### src/core/adcsq_pkg.sv
// Shared constants for the sample sequencer control block
package adcsq_pkg;
	localparam int NUM_SEQ = 4;
	localparam int RES_W = 10;
	localparam int MAX_STEPS = 8;
	localparam int STEP_IDX_W = 3;
	localparam int PTR_W = 4;
	// Steps and queue depth per sequencer, index 0 to 3
	localparam logic [3:0] SEQ_DEPTH [NUM_SEQ] = '{4'h8, 4'h4, 4'h4, 4'h1};

	// Register byte offsets
	localparam logic [11:0] OFS_ACTIVE = 12'h000;
	localparam logic [11:0] OFS_RAW_IRQ = 12'h004;
	localparam logic [11:0] OFS_IRQ_MASK = 12'h008;
	localparam logic [11:0] OFS_MIS_CLR = 12'h00c;
	localparam logic [11:0] OFS_OVF = 12'h010;
	localparam logic [11:0] OFS_TRIG_SEL = 12'h014;
	localparam logic [11:0] OFS_UNF = 12'h018;
	localparam logic [11:0] OFS_PRIO = 12'h020;
	localparam logic [11:0] OFS_SW_INIT = 12'h028;
	localparam logic [11:0] OFS_AVG = 12'h030;
	localparam logic [11:0] OFS_SEQ_BASE = 12'h040;
	localparam logic [11:0] OFS_SEQ_STRIDE = 12'h020;
	localparam logic [4:0] OFS_IN_SEL = 5'h00;
	localparam logic [4:0] OFS_STEP_CTL = 5'h04;
	localparam logic [4:0] OFS_RESULT = 5'h08;
	localparam logic [4:0] OFS_QSTAT = 5'h0c;

	// Step-control nibble fields
	localparam int CTL_DIFF = 0;
	localparam int CTL_END = 1;
	localparam int CTL_IE = 2;
	localparam int CTL_TEMP = 3;

	// Trigger select codes
	localparam logic [3:0] TRIG_SW = 4'h0;
	localparam logic [3:0] TRIG_TIMER = 4'h5;
	localparam logic [3:0] TRIG_PWM = 4'h6;
	localparam logic [3:0] TRIG_GPIO = 4'h4;
	localparam logic [3:0] TRIG_ALWAYS = 4'hf;

	// Reset values
	localparam logic [7:0] PRIO_RESET = 8'he4;
	localparam logic [2:0] AVG_RESET = 3'h0;

	// Converter clock: 100 MHz / 6 = 16.667 MHz
	localparam int CLK_MHZ = 100;
	localparam real CONV_CLK_MHZ = 16.667;
	localparam int CONV_DIV = int'(CLK_MHZ / CONV_CLK_MHZ + 0.5);
	// 500 ksps at the converter clock: one sample per 34 converter ticks
	localparam real SAMPLE_RATE_KSPS = 500.0;
	localparam int SAMPLE_TICKS = int'(CONV_CLK_MHZ * 1000.0 / SAMPLE_RATE_KSPS + 0.999);
	localparam int TICK_W = 6;

	typedef enum logic [1:0] {
		ADCSQ_IDLE = 2'b00,
		ADCSQ_REQ = 2'b01,
		ADCSQ_WAIT = 2'b10,
		ADCSQ_STORE = 2'b11
	} adcsq_state_e;
endpackage

### src/core/adcsq_clkdiv.sv
// Converter clock enable divider
`timescale 1ns/1ps
module adcsq_clkdiv import adcsq_pkg::*; (
	input wire logic clock,
	input wire logic rst_b,
	output logic tick
);
	typedef struct packed {
		logic [3:0] cnt;
		logic tick;
	} adcsq_div_s;
	adcsq_div_s q, next_q;

	always_comb begin
		next_q = q;
		next_q.tick = 1'b0;
		if (q.cnt == 4'(CONV_DIV - 1)) begin
			next_q.cnt = 4'h0;
			next_q.tick = 1'b1;
		end else begin
			next_q.cnt = q.cnt + 4'h1;
		end
	end

	always_ff @(posedge clock) begin
		if (!rst_b) begin
			q <= '0;
		end else begin
			q <= next_q;
		end
	end

	assign tick = q.tick;

	property p_tick_period;
		@(posedge clock) disable iff (!rst_b)
		tick |=> !tick [*5] ##1 tick;
	endproperty
	a_tick_period: assert property (p_tick_period) else $error("converter tick period wrong");
endmodule

### src/core/adcsq_queue.sv
// Circular result queue for one sequencer
`timescale 1ns/1ps
module adcsq_queue import adcsq_pkg::*; #(
	parameter logic [3:0] DEPTH = 4'h8
) (
	input wire logic clock,
	input wire logic rst_b,
	input wire logic push,
	input wire logic [RES_W-1:0] push_data,
	input wire logic pop,
	output logic [RES_W-1:0] head_data,
	output logic full,
	output logic empty,
	output logic [PTR_W-1:0] head_ptr,
	output logic [PTR_W-1:0] tail_ptr,
	output logic overflow,
	output logic underflow
);
	typedef struct packed {
		logic [2:0] wr;
		logic [2:0] rd;
		logic [3:0] count;
		logic [MAX_STEPS-1:0][RES_W-1:0] mem;
	} adcsq_q_s;
	adcsq_q_s q, next_q;
	logic [2:0] last;

	assign last = 3'(DEPTH - 4'h1);

	always_comb begin
		next_q = q;
		// Full queue drops the new result
		if (push && q.count != DEPTH) begin
			next_q.mem[q.wr] = push_data;
			next_q.wr = (q.wr == last) ? 3'h0 : q.wr + 3'h1;
		end
		if (pop && q.count != 4'h0) begin
			next_q.rd = (q.rd == last) ? 3'h0 : q.rd + 3'h1;
		end
		next_q.count = q.count + 4'(push && q.count != DEPTH) - 4'(pop && q.count != 4'h0);
	end

	always_ff @(posedge clock) begin
		if (!rst_b) begin
			q <= '0;
		end else begin
			q <= next_q;
		end
	end

	assign head_data = q.mem[q.rd];
	assign full = (q.count == DEPTH);
	assign empty = (q.count == 4'h0);
	assign head_ptr = {1'b0, q.rd};
	assign tail_ptr = {1'b0, q.wr};
	assign overflow = push && full;
	assign underflow = pop && empty;

	property p_no_grow_full;
		@(posedge clock) disable iff (!rst_b)
		full && !pop |=> full && $stable(tail_ptr);
	endproperty
	a_no_grow_full: assert property (p_no_grow_full) else $error("full queue accepted data");

	property p_pop_moves_head;
		@(posedge clock) disable iff (!rst_b)
		pop && !empty && DEPTH != 4'h1 |=> head_ptr != $past(head_ptr);
	endproperty
	a_pop_moves_head: assert property (p_pop_moves_head) else $error("pop did not advance head");
endmodule

### src/core/adcsq_top.sv
// Sample sequencer control: APB registers, arbitration, stepping, averaging
//
// Our own choices: the register addresses and the APB interface to the registers.
`timescale 1ns/1ps
// Overview of operation
// - Four sequencers, depths eight, four, four, one
// - Queue word carries ten-bit result low
// - Each step: input nibble plus control nibble
// - Control nibble: temp, irq, end, differential
// - Sequencer runs only while run bit set
// - Same input may repeat within sequence
// - Raw irq after steps with irq flag
// - Result read pops oldest circular entry
// - Status shows head, tail, full, empty
// - Per-sequencer overflow and underflow status registers
// - Control paced by 16.667 MHz converter enable
// - Irq line is raw gated by mask
// - Raw and masked status registers readable
// - Write one to masked status clears
// - Concurrent triggers served by priority value
// - Per-sequencer trigger source selection
// - Back-to-back conversions up to 500 ksps
// - Averaging of up to 64 conversions
// - Four external inputs plus temperature sensor
// - Differential pairs: zero is 0/1, one is 2/3
// - Software initiate bits start sequencers
// - Reset priority: zero highest, three lowest
// - Averaging off after reset
module adcsq_top import adcsq_pkg::*; (
	input wire logic CLOCK,
	input wire logic RST_B,
	input wire logic PSEL,
	input wire logic PENABLE,
	input wire logic PWRITE,
	input wire logic [11:0] PADDR,
	input wire logic [31:0] PWDATA,
	output logic [31:0] PRDATA,
	output logic PREADY,
	output logic PSLVERR,
	input wire logic TRIG_TIMER_IN,
	input wire logic TRIG_PWM_IN,
	input wire logic TRIG_GPIO_IN,
	output logic CONV_START,
	output logic [1:0] CONV_CHANNEL,
	output logic CONV_DIFF,
	output logic CONV_TEMP,
	input wire logic CONV_DONE,
	input wire logic [RES_W-1:0] CONV_RESULT,
	output logic [NUM_SEQ-1:0] SEQ_IRQ
);
	typedef struct packed {
		adcsq_state_e state;
		logic [NUM_SEQ-1:0] active;
		logic [NUM_SEQ-1:0] pending;
		logic [NUM_SEQ-1:0] raw_irq;
		logic [NUM_SEQ-1:0] mask;
		logic [NUM_SEQ-1:0] ovf;
		logic [NUM_SEQ-1:0] unf;
		logic [NUM_SEQ-1:0] trig_d;
		logic [NUM_SEQ-1:0][3:0] trig_sel;
		logic [NUM_SEQ-1:0][1:0] prio;
		logic [NUM_SEQ-1:0][31:0] in_sel;
		logic [NUM_SEQ-1:0][31:0] step_ctl;
		logic [2:0] avg;
		logic [1:0] cur;
		logic [STEP_IDX_W-1:0] step;
		logic [6:0] avg_cnt;
		logic [16:0] acc;
		logic [TICK_W-1:0] pace;
		logic conv_start;
		logic [1:0] conv_ch;
		logic conv_diff;
		logic conv_temp;
		logic [31:0] prdata;
		logic pready;
	} adcsq_top_s;
	adcsq_top_s q, next_q;

	logic tick;
	logic [NUM_SEQ-1:0] q_push, q_pop, q_full, q_empty, q_ovf, q_unf;
	logic [NUM_SEQ-1:0][RES_W-1:0] q_head;
	logic [NUM_SEQ-1:0][PTR_W-1:0] q_hptr, q_tptr;
	logic [RES_W-1:0] avg_result;
	logic [NUM_SEQ-1:0] trig_now;
	logic [NUM_SEQ-1:0] sw_start;
	logic wr_en, rd_en;
	logic [1:0] seq_idx;
	logic [4:0] seq_ofs;
	logic seq_space;
	logic [3:0] cur_in, cur_ctl;
	logic [6:0] avg_total;

	adcsq_clkdiv u_div (
		.clock(CLOCK),
		.rst_b(RST_B),
		.tick(tick)
	);

	genvar g;
	generate
		for (g = 0; g < NUM_SEQ; g++) begin : g_seq
			adcsq_queue #(.DEPTH(SEQ_DEPTH[g])) u_queue (
				.clock(CLOCK),
				.rst_b(RST_B),
				.push(q_push[g]),
				.push_data(avg_result),
				.pop(q_pop[g]),
				.head_data(q_head[g]),
				.full(q_full[g]),
				.empty(q_empty[g]),
				.head_ptr(q_hptr[g]),
				.tail_ptr(q_tptr[g]),
				.overflow(q_ovf[g]),
				.underflow(q_unf[g])
			);
			always_comb begin
				case (q.trig_sel[g])
					TRIG_TIMER: trig_now[g] = TRIG_TIMER_IN;
					TRIG_PWM: trig_now[g] = TRIG_PWM_IN;
					TRIG_GPIO: trig_now[g] = TRIG_GPIO_IN;
					TRIG_ALWAYS: trig_now[g] = 1'b1;
					default: trig_now[g] = 1'b0;
				endcase
			end
		end
	endgenerate

	// Access phase sampled once; pready then answers in the next cycle
	assign wr_en = PSEL && PENABLE && PWRITE && !q.pready;
	assign rd_en = PSEL && PENABLE && !PWRITE && !q.pready;
	assign seq_space = PADDR[11:6] != 6'h00 && PADDR[11:7] == 5'h00 || PADDR[11:6] == 6'h02;
	assign seq_idx = 2'(PADDR[6:5] - 2'h2);
	assign seq_ofs = PADDR[4:0];
	assign sw_start = (wr_en && PADDR == OFS_SW_INIT) ? PWDATA[NUM_SEQ-1:0] : '0;
	assign cur_in = q.in_sel[q.cur][q.step*4 +: 4];
	assign cur_ctl = q.step_ctl[q.cur][q.step*4 +: 4];
	assign avg_total = 7'h01 << q.avg;
	// Divide by the sample count, always a power of two
	assign avg_result = RES_W'(q.acc >> q.avg);

	always_comb begin
		next_q = q;
		next_q.conv_start = 1'b0;
		next_q.pready = 1'b0;
		q_push = '0;
		q_pop = '0;
		next_q.trig_d = trig_now;
		// Level triggers from the timer, pwm, gpio inputs act on the rising edge
		next_q.pending = q.pending | (trig_now & ~q.trig_d & q.active) | (sw_start & q.active);
		if (q.trig_sel != '0) begin
			for (int i = 0; i < NUM_SEQ; i++) begin
				if (q.trig_sel[i] == TRIG_ALWAYS && q.active[i]) begin
					next_q.pending[i] = 1'b1;
				end
			end
		end
		if (q.pace != '0 && tick) begin
			next_q.pace = q.pace - TICK_W'(1);
		end
		case (q.state)
			ADCSQ_IDLE: begin
				if (tick) begin
					for (int p = NUM_SEQ - 1; p >= 0; p--) begin
						for (int s = NUM_SEQ - 1; s >= 0; s--) begin
							if ((q.pending[s] & q.active[s]) && q.prio[s] == 2'(p)) begin
								next_q.cur = 2'(s);
							end
						end
					end
					if ((q.pending & q.active) != '0) begin
						next_q.state = ADCSQ_REQ;
						next_q.step = '0;
						next_q.avg_cnt = '0;
						next_q.acc = '0;
					end
				end
			end
			ADCSQ_REQ: begin
				if (tick && q.pace == '0) begin
					next_q.conv_start = 1'b1;
					next_q.pace = TICK_W'(SAMPLE_TICKS - 1);
					next_q.conv_diff = cur_ctl[CTL_DIFF];
					next_q.conv_temp = cur_ctl[CTL_TEMP];
					// Pair n uses inputs 2n and 2n+1
					next_q.conv_ch = cur_ctl[CTL_DIFF] ? {cur_in[0], 1'b0} : cur_in[1:0];
					next_q.state = ADCSQ_WAIT;
				end
			end
			ADCSQ_WAIT: begin
				if (CONV_DONE) begin
					next_q.acc = q.acc + 17'(CONV_RESULT);
					next_q.avg_cnt = q.avg_cnt + 7'h01;
					next_q.state = (q.avg_cnt + 7'h01 == avg_total) ? ADCSQ_STORE : ADCSQ_REQ;
				end
			end
			ADCSQ_STORE: begin
				q_push[q.cur] = 1'b1;
				next_q.avg_cnt = '0;
				next_q.acc = '0;
				if (cur_ctl[CTL_IE]) begin
					next_q.raw_irq[q.cur] = 1'b1;
				end
				if (cur_ctl[CTL_END] || 4'(q.step) == SEQ_DEPTH[q.cur] - 4'h1) begin
					next_q.pending[q.cur] = 1'b0;
					next_q.state = ADCSQ_IDLE;
				end else begin
					next_q.step = q.step + 3'h1;
					next_q.state = ADCSQ_REQ;
				end
			end
			default: next_q.state = ADCSQ_IDLE;
		endcase
		if (!q.active[q.cur] && q.state != ADCSQ_WAIT) begin
			next_q.state = ADCSQ_IDLE;
		end
		if (wr_en || rd_en) begin
			next_q.pready = 1'b1;
			next_q.prdata = '0;
		end
		if (wr_en) begin
			case (PADDR)
				OFS_ACTIVE: next_q.active = PWDATA[NUM_SEQ-1:0];
				OFS_IRQ_MASK: next_q.mask = PWDATA[NUM_SEQ-1:0];
				OFS_MIS_CLR: next_q.raw_irq = q.raw_irq & ~(PWDATA[NUM_SEQ-1:0] & q.mask);
				OFS_OVF: next_q.ovf = q.ovf & ~PWDATA[NUM_SEQ-1:0];
				OFS_UNF: next_q.unf = q.unf & ~PWDATA[NUM_SEQ-1:0];
				OFS_TRIG_SEL: next_q.trig_sel = PWDATA[15:0];
				OFS_PRIO: begin
					for (int i = 0; i < NUM_SEQ; i++) begin
						next_q.prio[i] = PWDATA[i*4 +: 2];
					end
				end
				OFS_AVG: next_q.avg = (PWDATA[2:0] > 3'h6) ? 3'h6 : PWDATA[2:0];
				default: begin
					if (seq_space && seq_ofs == OFS_IN_SEL) begin
						next_q.in_sel[seq_idx] = PWDATA;
					end else if (seq_space && seq_ofs == OFS_STEP_CTL) begin
						next_q.step_ctl[seq_idx] = PWDATA;
					end
				end
			endcase
		end
		if (rd_en) begin
			case (PADDR)
				OFS_ACTIVE: next_q.prdata = 32'(q.active);
				OFS_RAW_IRQ: next_q.prdata = 32'(q.raw_irq);
				OFS_IRQ_MASK: next_q.prdata = 32'(q.mask);
				OFS_MIS_CLR: next_q.prdata = 32'(q.raw_irq & q.mask);
				OFS_OVF: next_q.prdata = 32'(q.ovf);
				OFS_UNF: next_q.prdata = 32'(q.unf);
				OFS_TRIG_SEL: next_q.prdata = 32'(q.trig_sel);
				OFS_PRIO: begin
					for (int i = 0; i < NUM_SEQ; i++) begin
						next_q.prdata[i*4 +: 2] = q.prio[i];
					end
				end
				OFS_AVG: next_q.prdata = 32'(q.avg);
				default: begin
					if (seq_space && seq_ofs == OFS_IN_SEL) begin
						next_q.prdata = q.in_sel[seq_idx];
					end else if (seq_space && seq_ofs == OFS_STEP_CTL) begin
						next_q.prdata = q.step_ctl[seq_idx];
					end else if (seq_space && seq_ofs == OFS_RESULT) begin
						next_q.prdata = 32'(q_head[seq_idx]);
						q_pop[seq_idx] = 1'b1;
					end else if (seq_space && seq_ofs == OFS_QSTAT) begin
						next_q.prdata = {19'h0, q_full[seq_idx], 3'h0, q_empty[seq_idx],
							q_hptr[seq_idx], q_tptr[seq_idx]};
					end
				end
			endcase
		end
		// Hardware set wins over a same-cycle software clear
		next_q.ovf = next_q.ovf | q_ovf;
		next_q.unf = next_q.unf | q_unf;
		if (q.state == ADCSQ_STORE && cur_ctl[CTL_IE]) begin
			next_q.raw_irq[q.cur] = 1'b1;
		end
	end

	always_ff @(posedge CLOCK) begin
		if (!RST_B) begin
			q <= '0;
			q.state <= ADCSQ_IDLE;
			q.avg <= AVG_RESET;
			for (int i = 0; i < NUM_SEQ; i++) begin
				q.prio[i] <= PRIO_RESET[i*2 +: 2];
			end
		end else begin
			q <= next_q;
		end
	end

	assign PRDATA = q.prdata;
	assign PREADY = q.pready;
	assign PSLVERR = 1'b0;
	assign CONV_START = q.conv_start;
	assign CONV_CHANNEL = q.conv_ch;
	assign CONV_DIFF = q.conv_diff;
	assign CONV_TEMP = q.conv_temp;
	assign SEQ_IRQ = q.raw_irq & q.mask;

	property p_irq_gate;
		@(posedge CLOCK) disable iff (!RST_B)
		SEQ_IRQ == (q.raw_irq & q.mask);
	endproperty
	a_irq_gate: assert property (p_irq_gate) else $error("irq not raw and mask");

	property p_idle_inactive;
		@(posedge CLOCK) disable iff (!RST_B)
		CONV_START |-> q.active[q.cur];
	endproperty
	a_idle_inactive: assert property (p_idle_inactive) else $error("conversion while disabled");

	property p_ie_sets_raw;
		@(posedge CLOCK) disable iff (!RST_B)
		q.state == ADCSQ_STORE && cur_ctl[CTL_IE] |=> q.raw_irq[$past(q.cur)];
	endproperty
	a_ie_sets_raw: assert property (p_ie_sets_raw) else $error("step irq not raised");

	property p_end_stops;
		@(posedge CLOCK) disable iff (!RST_B)
		q.state == ADCSQ_STORE && cur_ctl[CTL_END] |=> q.state == ADCSQ_IDLE;
	endproperty
	a_end_stops: assert property (p_end_stops) else $error("end flag ignored");

	property p_pace;
		@(posedge CLOCK) disable iff (!RST_B)
		CONV_START |=> !CONV_START [*8];
	endproperty
	a_pace: assert property (p_pace) else $error("conversions too close");

	property p_diff_even;
		@(posedge CLOCK) disable iff (!RST_B)
		CONV_START && CONV_DIFF |-> !CONV_CHANNEL[0];
	endproperty
	a_diff_even: assert property (p_diff_even) else $error("differential pair odd");

	property p_ready_next;
		@(posedge CLOCK) disable iff (!RST_B)
		PSEL && PENABLE && !PREADY |=> PREADY;
	endproperty
	a_ready_next: assert property (p_ready_next) else $error("apb answer late");

	property p_clear_mis;
		@(posedge CLOCK) disable iff (!RST_B)
		wr_en && PADDR == OFS_MIS_CLR && PWDATA[0] && q.mask[0] && q.state != ADCSQ_STORE
			|=> !q.raw_irq[0];
	endproperty
	a_clear_mis: assert property (p_clear_mis) else $error("irq clear failed");
endmodule

### config.mk
export PLATFORM = sky130hd
export DESIGN_NAME = adcsq_top
export DESIGN_NICKNAME = d
export VERILOG_FILES = /design/src/core/adcsq_pkg.sv /design/src/core/adcsq_clkdiv.sv /design/src/core/adcsq_queue.sv /design/src/core/adcsq_top.sv
export SDC_FILE = /design/constraint.sdc
export NUM_CORES = 2
export LEC_CHECK = 0
export BUFFER_PORTS_ARGS = -buffer_cell sky130_fd_sc_hd__buf_2
export CAP_MARGIN = 20
export CORE_MARGIN = 10
export CORE_UTILIZATION = 55
export CTS_CLUSTER_DIAMETER = 50
export DETAILED_ROUTE_END_ITERATION = 10
export PLACE_DENSITY = 0.83
export SLEW_MARGIN = 0
export SYNTH_ARGS = -nofsm -noshare
export SYNTH_HDL_FRONTEND = slang
export SYNTH_SLANG_ARGS = --single-unit
### constraint.sdc
create_clock -name CLOCK -period 2.95 [get_ports CLOCK]
set_input_delay 0.295 -clock CLOCK [delete_from_list [all_inputs] [get_ports CLOCK]]
set_output_delay 0.295 -clock CLOCK [all_outputs]
set_load 0.01 [all_outputs]
# Yosys cells after proc, flatten, opt, wreduce, memory -nomap -nowiden
# Index checks and enable logic that the tools add are counted.
# word_totals
inputBits	63
register_bits	751
output_inout_bits	43
# classes
n_shift	4
bitwise_logic	29
muxes	133
n_reduce_logical	107
n_addsub	23
order_cmp	18
n_eq_ne	67
# ops
cell	count
bitwise mux 80 bit	4
two-way mux 32 bit	10
binary-select mux 32 bit (select 2 bit)	4
bitwise mux 128 bit	2
binary-select mux 10 bit (select 3 bit)	4
demux 10 bit (select 3 bit)	4
two-way mux 10 bit	9
two-way mux 4 bit	19
case mux 18 bit (4 select lines)	1
case mux 24 bit (3 select lines)	1
demux 32 bit (select 2 bit)	1
equality test 4 x 3 -> 1 bit, second input constant	15
logical AND 1 bit	57
two-way mux 27 bit	2
case mux 2 bit (4 select lines)	6
AND 4 bit	11
two-way mux 2 bit	22
equality test 12 x 5 -> 1 bit, second input constant	3
equality test 12 x 6 -> 1 bit, second input constant	3
case mux 2 bit (9 select lines)	2
two-way mux 33 bit	1
< comparator 3 x 4 -> 1 bit, second input constant	8
nonzero test 16 bit	2
variable part select 32 x 6 -> 2 bit	1
other kinds (72)	189

# Logic depth before layout (Yosys ltp)
# logic_depth
ltp_word	18
depth_mapped	14

# By module
# From an unflattened synthesis, not the netlist that was laid out.
# unflattened
cells_unflattened	3959
area_unflattened_um2	37175.7
# by_module_without_submodules
mod	area_each_um2	n_inst	seq_area_each_um2	cells_each
adcsq_top	20269.4	1	7727.4	2382
adcsq_queue (g_seq[1].u_queue ...)	4132.7	2	1801.7	385
adcsq_queue (g_seq[3].u_queue)	4259.1	1	1801.7	397
adcsq_queue (g_seq[0].u_queue)	4165.2	1	1801.7	389
adcsq_clkdiv	216.5	1	100.1	21

# Worst setup path before layout
# Ideal clock, no wire load.
# synth_path
path_type	input -> register
from	input port PADDR[11]
to	register g_seq[1].u_queue.q[82] (netlist name)
path_slack_ps	-202
required_time_ps	2822
arrival_ps	3024
setup_time_ps	128
path_buffers	1
cell_stages	13
cell_sequence	or4_4 -> or4_1 -> buf_6 -> nor2_4 -> nand2_2 -> nor3_4 -> ha_1 -> inv_1 -> ha_1 -> inv_1 -> fa_1 -> xor2_1 -> nor2_1
# synth_between
elab_chain_len	11
word_cells_on_any_way	25
classes_between	add/sub: 1; eq/ne: 9; mux: 5; reduce/logical: 10
# synth_lines
item	line_no	rtl
start: declaration	adcsq_top.sv:35	input wire logic [11:0] PADDR,
nonzero test 6 bit / logical NOT 5 bit (equally long branches)	adcsq_top.sv:131	assign seq_space = PADDR[11:6] != 6'h00 && PADDR[11:7] == 5'h00 || PADDR[11:6] == 6'h02;
logical AND 1 bit	adcsq_top.sv:131	
logical OR 1 bit	adcsq_top.sv:131	
logical AND 1 bit	adcsq_top.sv:263	end else if (seq_space && seq_ofs == OFS_RESULT) begin
two-way mux 4 bit	adcsq_top.sv:263	
two-way mux 4 bit	adcsq_top.sv:261	end else if (seq_space && seq_ofs == OFS_STEP_CTL) begin
two-way mux 4 bit	adcsq_top.sv:259	if (seq_space && seq_ofs == OFS_IN_SEL) begin
two-way mux 4 bit *	adcsq_top.sv:244	case (PADDR)
two-way mux 4 bit *	adcsq_top.sv:243	if (rd_en) begin
logical AND 1 bit *	adcsq_queue.sv:40	next_q.count = q.count + 4'(push && q.count != DEPTH) - 4'(pop && q.count != 4'h0);
subtractor 4 x 1 -> 4 bit *	adcsq_queue.sv:40	
end signal: assignment	adcsq_queue.sv:47	q <= next_q;
end: declaration	adcsq_queue.sv:25	adcsq_q_s q, next_q;
# Every way passes the cells marked *; elsewhere a longest branch is shown, timed or not.
# A chain may end at the register's enable or synchronous reset.

# Worst setup path after layout
# layout_path
from	register g_seq[0].u_queue.q, in the netlist g_seq[0].u_queue.head_ptr[0]
to	register q, in the netlist PRDATA[3]
# layout_between
elab_chain_len	9
# layout_lines
item	line_no	rtl
start: declaration	adcsq_queue.sv:25	
start signal: assignment	adcsq_queue.sv:47	
binary-select mux 10 bit (select 3 bit)	adcsq_queue.sv:51	assign head_data = q.mem[q.rd];
two-way mux 10 bit (not written as such)	adcsq_queue.sv:51	
binary-select mux 10 bit (select 2 bit)	adcsq_top.sv:264	next_q.prdata = 32'(q_head[seq_idx]);
two-way mux 10 bit (not written as such)	adcsq_top.sv:264	
two-way mux 32 bit	adcsq_top.sv:263	
two-way mux 32 bit	adcsq_top.sv:261	
two-way mux 32 bit	adcsq_top.sv:259	
case mux 2 bit (9 select lines)	adcsq_top.sv:244	
two-way mux 32 bit	adcsq_top.sv:243	
end signal: assignment	adcsq_top.sv:290	q <= next_q;
end: declaration	adcsq_top.sv:77	adcsq_top_s q, next_q;
# No other way between the ends. The select of a mux whose other input is x is not followed.

==> flow_summary_export.csv <==
group,metric,value,unit
job,max-cap-violations,0,
clock_network,post_cts_buffers,0,
worst_setup_path,reg2reg_to,"PRDATA[3]",
die,num_rows,93,
final_layout,area_growth,13.9,%
synth,synth_edf_count,0,
synth,yosys_warnings,0,
synth,async_reset_ff_share,0,%
worst_setup_path,r2r-start,"g_seq[0].u_queue.head_ptr[0]",
clock_network,cts_buffer_depth,3,
die,die_y,275,µm
worst_setup_path,cp_data_required_time,3.47,ns
placement,gp_congestion,1.02,
grt,grt_max_degree,110,
clock_network,cts_root_buf,"clkbuf_16",
die,chipWidth,275,µm
detailed_routing,antenna_left,0,
timing,period_needed,2.82,ns
worst_setup_path,max_stage_delay,0.59,ns
worst_setup_path,crit_type,"reg -> reg",
final_layout,drive_gt1_share,18.1,%
detailed_routing,vias_per_cell,6.49,
final_layout,fill_cells,4937,
worst_setup_path,cp-end-kind,"register",
pwr,p_per_area,530,nW/µm²
pwr,p_seq_share,46.9,%
final_layout,final_cell_mix,"dfxtp_1, nand2_1, nor2_1",
synth,synth_cell_types,76,
detailed_routing,drc,0,
grt,grt_pass1_vias,30900,
worst_setup_path,cpMaxStageDelayCell,"mux4_2",
grt,antenna_found_initial,5,
clock_network,cts_tree,"done",
timing,fin_skew,0.0333,ns
detailed_routing,wirelength,112000,µm
synth,netlist_instances,3962,
clock_network,clk_pin_slew,0.06,ns
worst_setup_path,critPathMaxFanout,5,
grt,grt_pass1_wl,176000,µm
grt,gr-usage-all-layers,29.0,%
clock_network,h-tree-depth,3,
die,fp.dieArea,75800,µm²
status,outcome,"finished clean",
worst_setup_path,crit_chain,"mux4_2 > a32o_1 > a221oi_1 > o221ai_1 > a221o_1 > o21a_1",
timing,slew-limit-headroom,49.2,%
detailed_routing,drt-initial-drc-count,4322,
pwr,combPwrFrac,3.2,%
pwr,net-switching-power,4870,µW
timing,worst_slew_pin_slew,0.761,ns
pwr,p_total,21700,µW
min_path,hold_depth,3,
timing,rsz0062_at_grt,"false",
synth,ys_seq_elements,751,
final_layout,fin_nets,4098,
clock_network,cts-buffers-inserted,83,
detailed_routing,vias,31800,
min_path,whs_endpoint,"q[182]",
placement,dp_slack,-0.175,ns
worst_setup_path,worstPathArrival,3.34,ns
synth,syn_nets,4081,
min_path,hold_class,"in -> reg",
detailed_routing,routedWlPerCell,22.9,µm
synth,netlist_area,35900,µm²
pwr,clockPowerShare,50.0,%
pwr,cellInternalPower,16800,µW
timing,hold_violations,0,
min_path,min-delay-start,"PWDATA[10]",
die,ios,106,
timing,setup_violations,0,
synth,synth_ff_type,"dfxtp_1",
timing,min_period_over_period,95.5,%
timing,max_freq,0.355,GHz
final_layout,mostFrequentLayoutCell,"dfxtp_1",
pwr,ir_drop,408,µV
placement,io_buffers,104,
worst_setup_path,r2r_slack,0.13,ns
worst_setup_path,reg2reg_depth,6,
timing,slew_violations,0,
timing,worst_slack,0.134,ns
detailed_routing,dr.pass1.iters,8,
synth,synth_area_per_cell,9.05,µm²
pwr,leakagePower,0.0137,µW
synth,synth_seq_area_share,41.9,%
worst_setup_path,worstSetupStartpointType,"register",
die,start_util,55.6,%
clock_network,numClockSinks,751,
die,core,64500,µm²
placement,dp_hpwl,73100,µm
pwr,swShare,22.5,%
clock_network,insertion_delay,0.64,ns
grt,grt-ovfl-total,0,
## timing repair
| item | in CTS | in global routing |
|---|---|---|
| hold buffers | 23 | 0 |
| resized for setup | 0 | 0 |
| hold endpoints to repair | 138 | 0 |
## flip-flops by register name (all words and copies together), names as in the netlist
signal / cells
q: 348
g_seq.u_queue.q: 336
PRDATA: 32
g_seq.u_queue.head_ptr: 12
g_seq.u_queue.tail_ptr: 12
u_div.q: 4
CONV_CHANNEL: 2
CONV_DIFF: 1
CONV_START: 1
CONV_TEMP: 1
PREADY: 1
u_div.tick: 1
## layer usage
metal / global-route usage, % / wire, µm / vias to the layer above / share of wire (%)
li1: - / - / 14100 / -
met1: 36.5 / 41700 / 15300 / 37
met2: 44.7 / 49800 / 2004 / 45
met3: 7.19 / 13300 / 428 / 12
met4: 17.5 / 7060 / 4 / 6.3
met5: 0 / 31 / - / 0.028
## worst max path at each step
stage,start,endpoint,slack [ns],cells past startpoint
final,g_seq[0].u_queue.head_ptr[0],PRDATA[3],0.13,6
after global routing,q[384],g_seq[2].u_queue.q[54],0.09,9
after CTS,g_seq[0].u_queue.head_ptr[0],PRDATA[3],0.22,6
after detailed placement,PADDR[11],g_seq[1].u_queue.q[82],-0.18,13
after global placement,PADDR[11],g_seq[1].u_queue.q[82],-0.11,13
after floorplan,PADDR[11],g_seq[0].u_queue.q[82],-0.16,13
## kinds of logic after synthesis
kind of cell	share of synthesized area (%)
buffers and inverters	5.90
AOI/OAI and AO/OA	16.5
DFF	41.9
other	0.0105
adders and majority gates	2.06
xor gates and xnor gates	0.781
and+or+nand+nor	17.0
muxes	15.9
## critical path: cells and delay by family (launching register included)
family,cells,cell delay (ns)
AO/OA/AOI/OAI,5,1.54
multiplexers,1,0.59
flip-flops,1,0.56
## per-stage QoR
step                TNS [ns]  cells  area [µm²]  util [%]  hold slack (ns)
global route               0   4897       40900      63.4           0.0373
detailed placement    -0.871   4726       37800      58.6            0.441
CTS                        0   4895       40900      63.4          0.00900
finish                     0   4898       40900      63.4           0.0300
floorplan             -0.887   3962       35900         -            0.429
global placement      -0.453   4726       37800      58.6            0.435
## power by group through the flow
stage	Combinational, µW	Clock [µW]	Sequential [µW]
4_1_cts	663	10900	10100
3_5_place_dp	635	0	10400
6_report	688	10800	10100
5_1_grt	718	11300	10100
2_1_floorplan	415	0	10400
3_3_place_gp	631	0	10400
## cells in the mapped netlist, types with 25 or more instances
cell type | number | area share [%]
nand3_1 | 48 | 0.67
buf_4 | 53 | 1.1
mux4_2 | 210 | 13
a22oi_1 | 43 | 0.90
a21oi_1 | 381 | 5.3
clkbuf_1 | 252 | 2.6
dfxtp_1 | 751 | 42
nor3_1 | 46 | 0.64
o21ai_0 | 57 | 0.80
nand2_1 | 669 | 7.0
mux2i_1 | 89 | 2.5
a211oi_1 | 331 | 6.9
nor2_1 | 507 | 5.3
buf_2 | 71 | 0.99
nand2b_1 | 25 | 0.44
inv_1 | 52 | 0.54
ha_1 | 51 | 1.8
## area by class of cell
| cell class | instances | area, µm² | share of cell area (%) |
|---|---|---|---|
| timing repair buffer | 336 | 2720 | 6.65 |
| clock inverter | 32 | 505 | 1.24 |
| antenna | 3 | 7.51 | 0.0184 |
| inverter | 55 | 214 | 0.524 |
| clock buffer | 114 | 2360 | 5.76 |
| multi-input combinational | 2752 | 19000 | 46.4 |
| tap | 855 | 1070 | 2.62 |
| sequential | 751 | 15000 | 36.8 |
(Power assumes the default switching activity.)
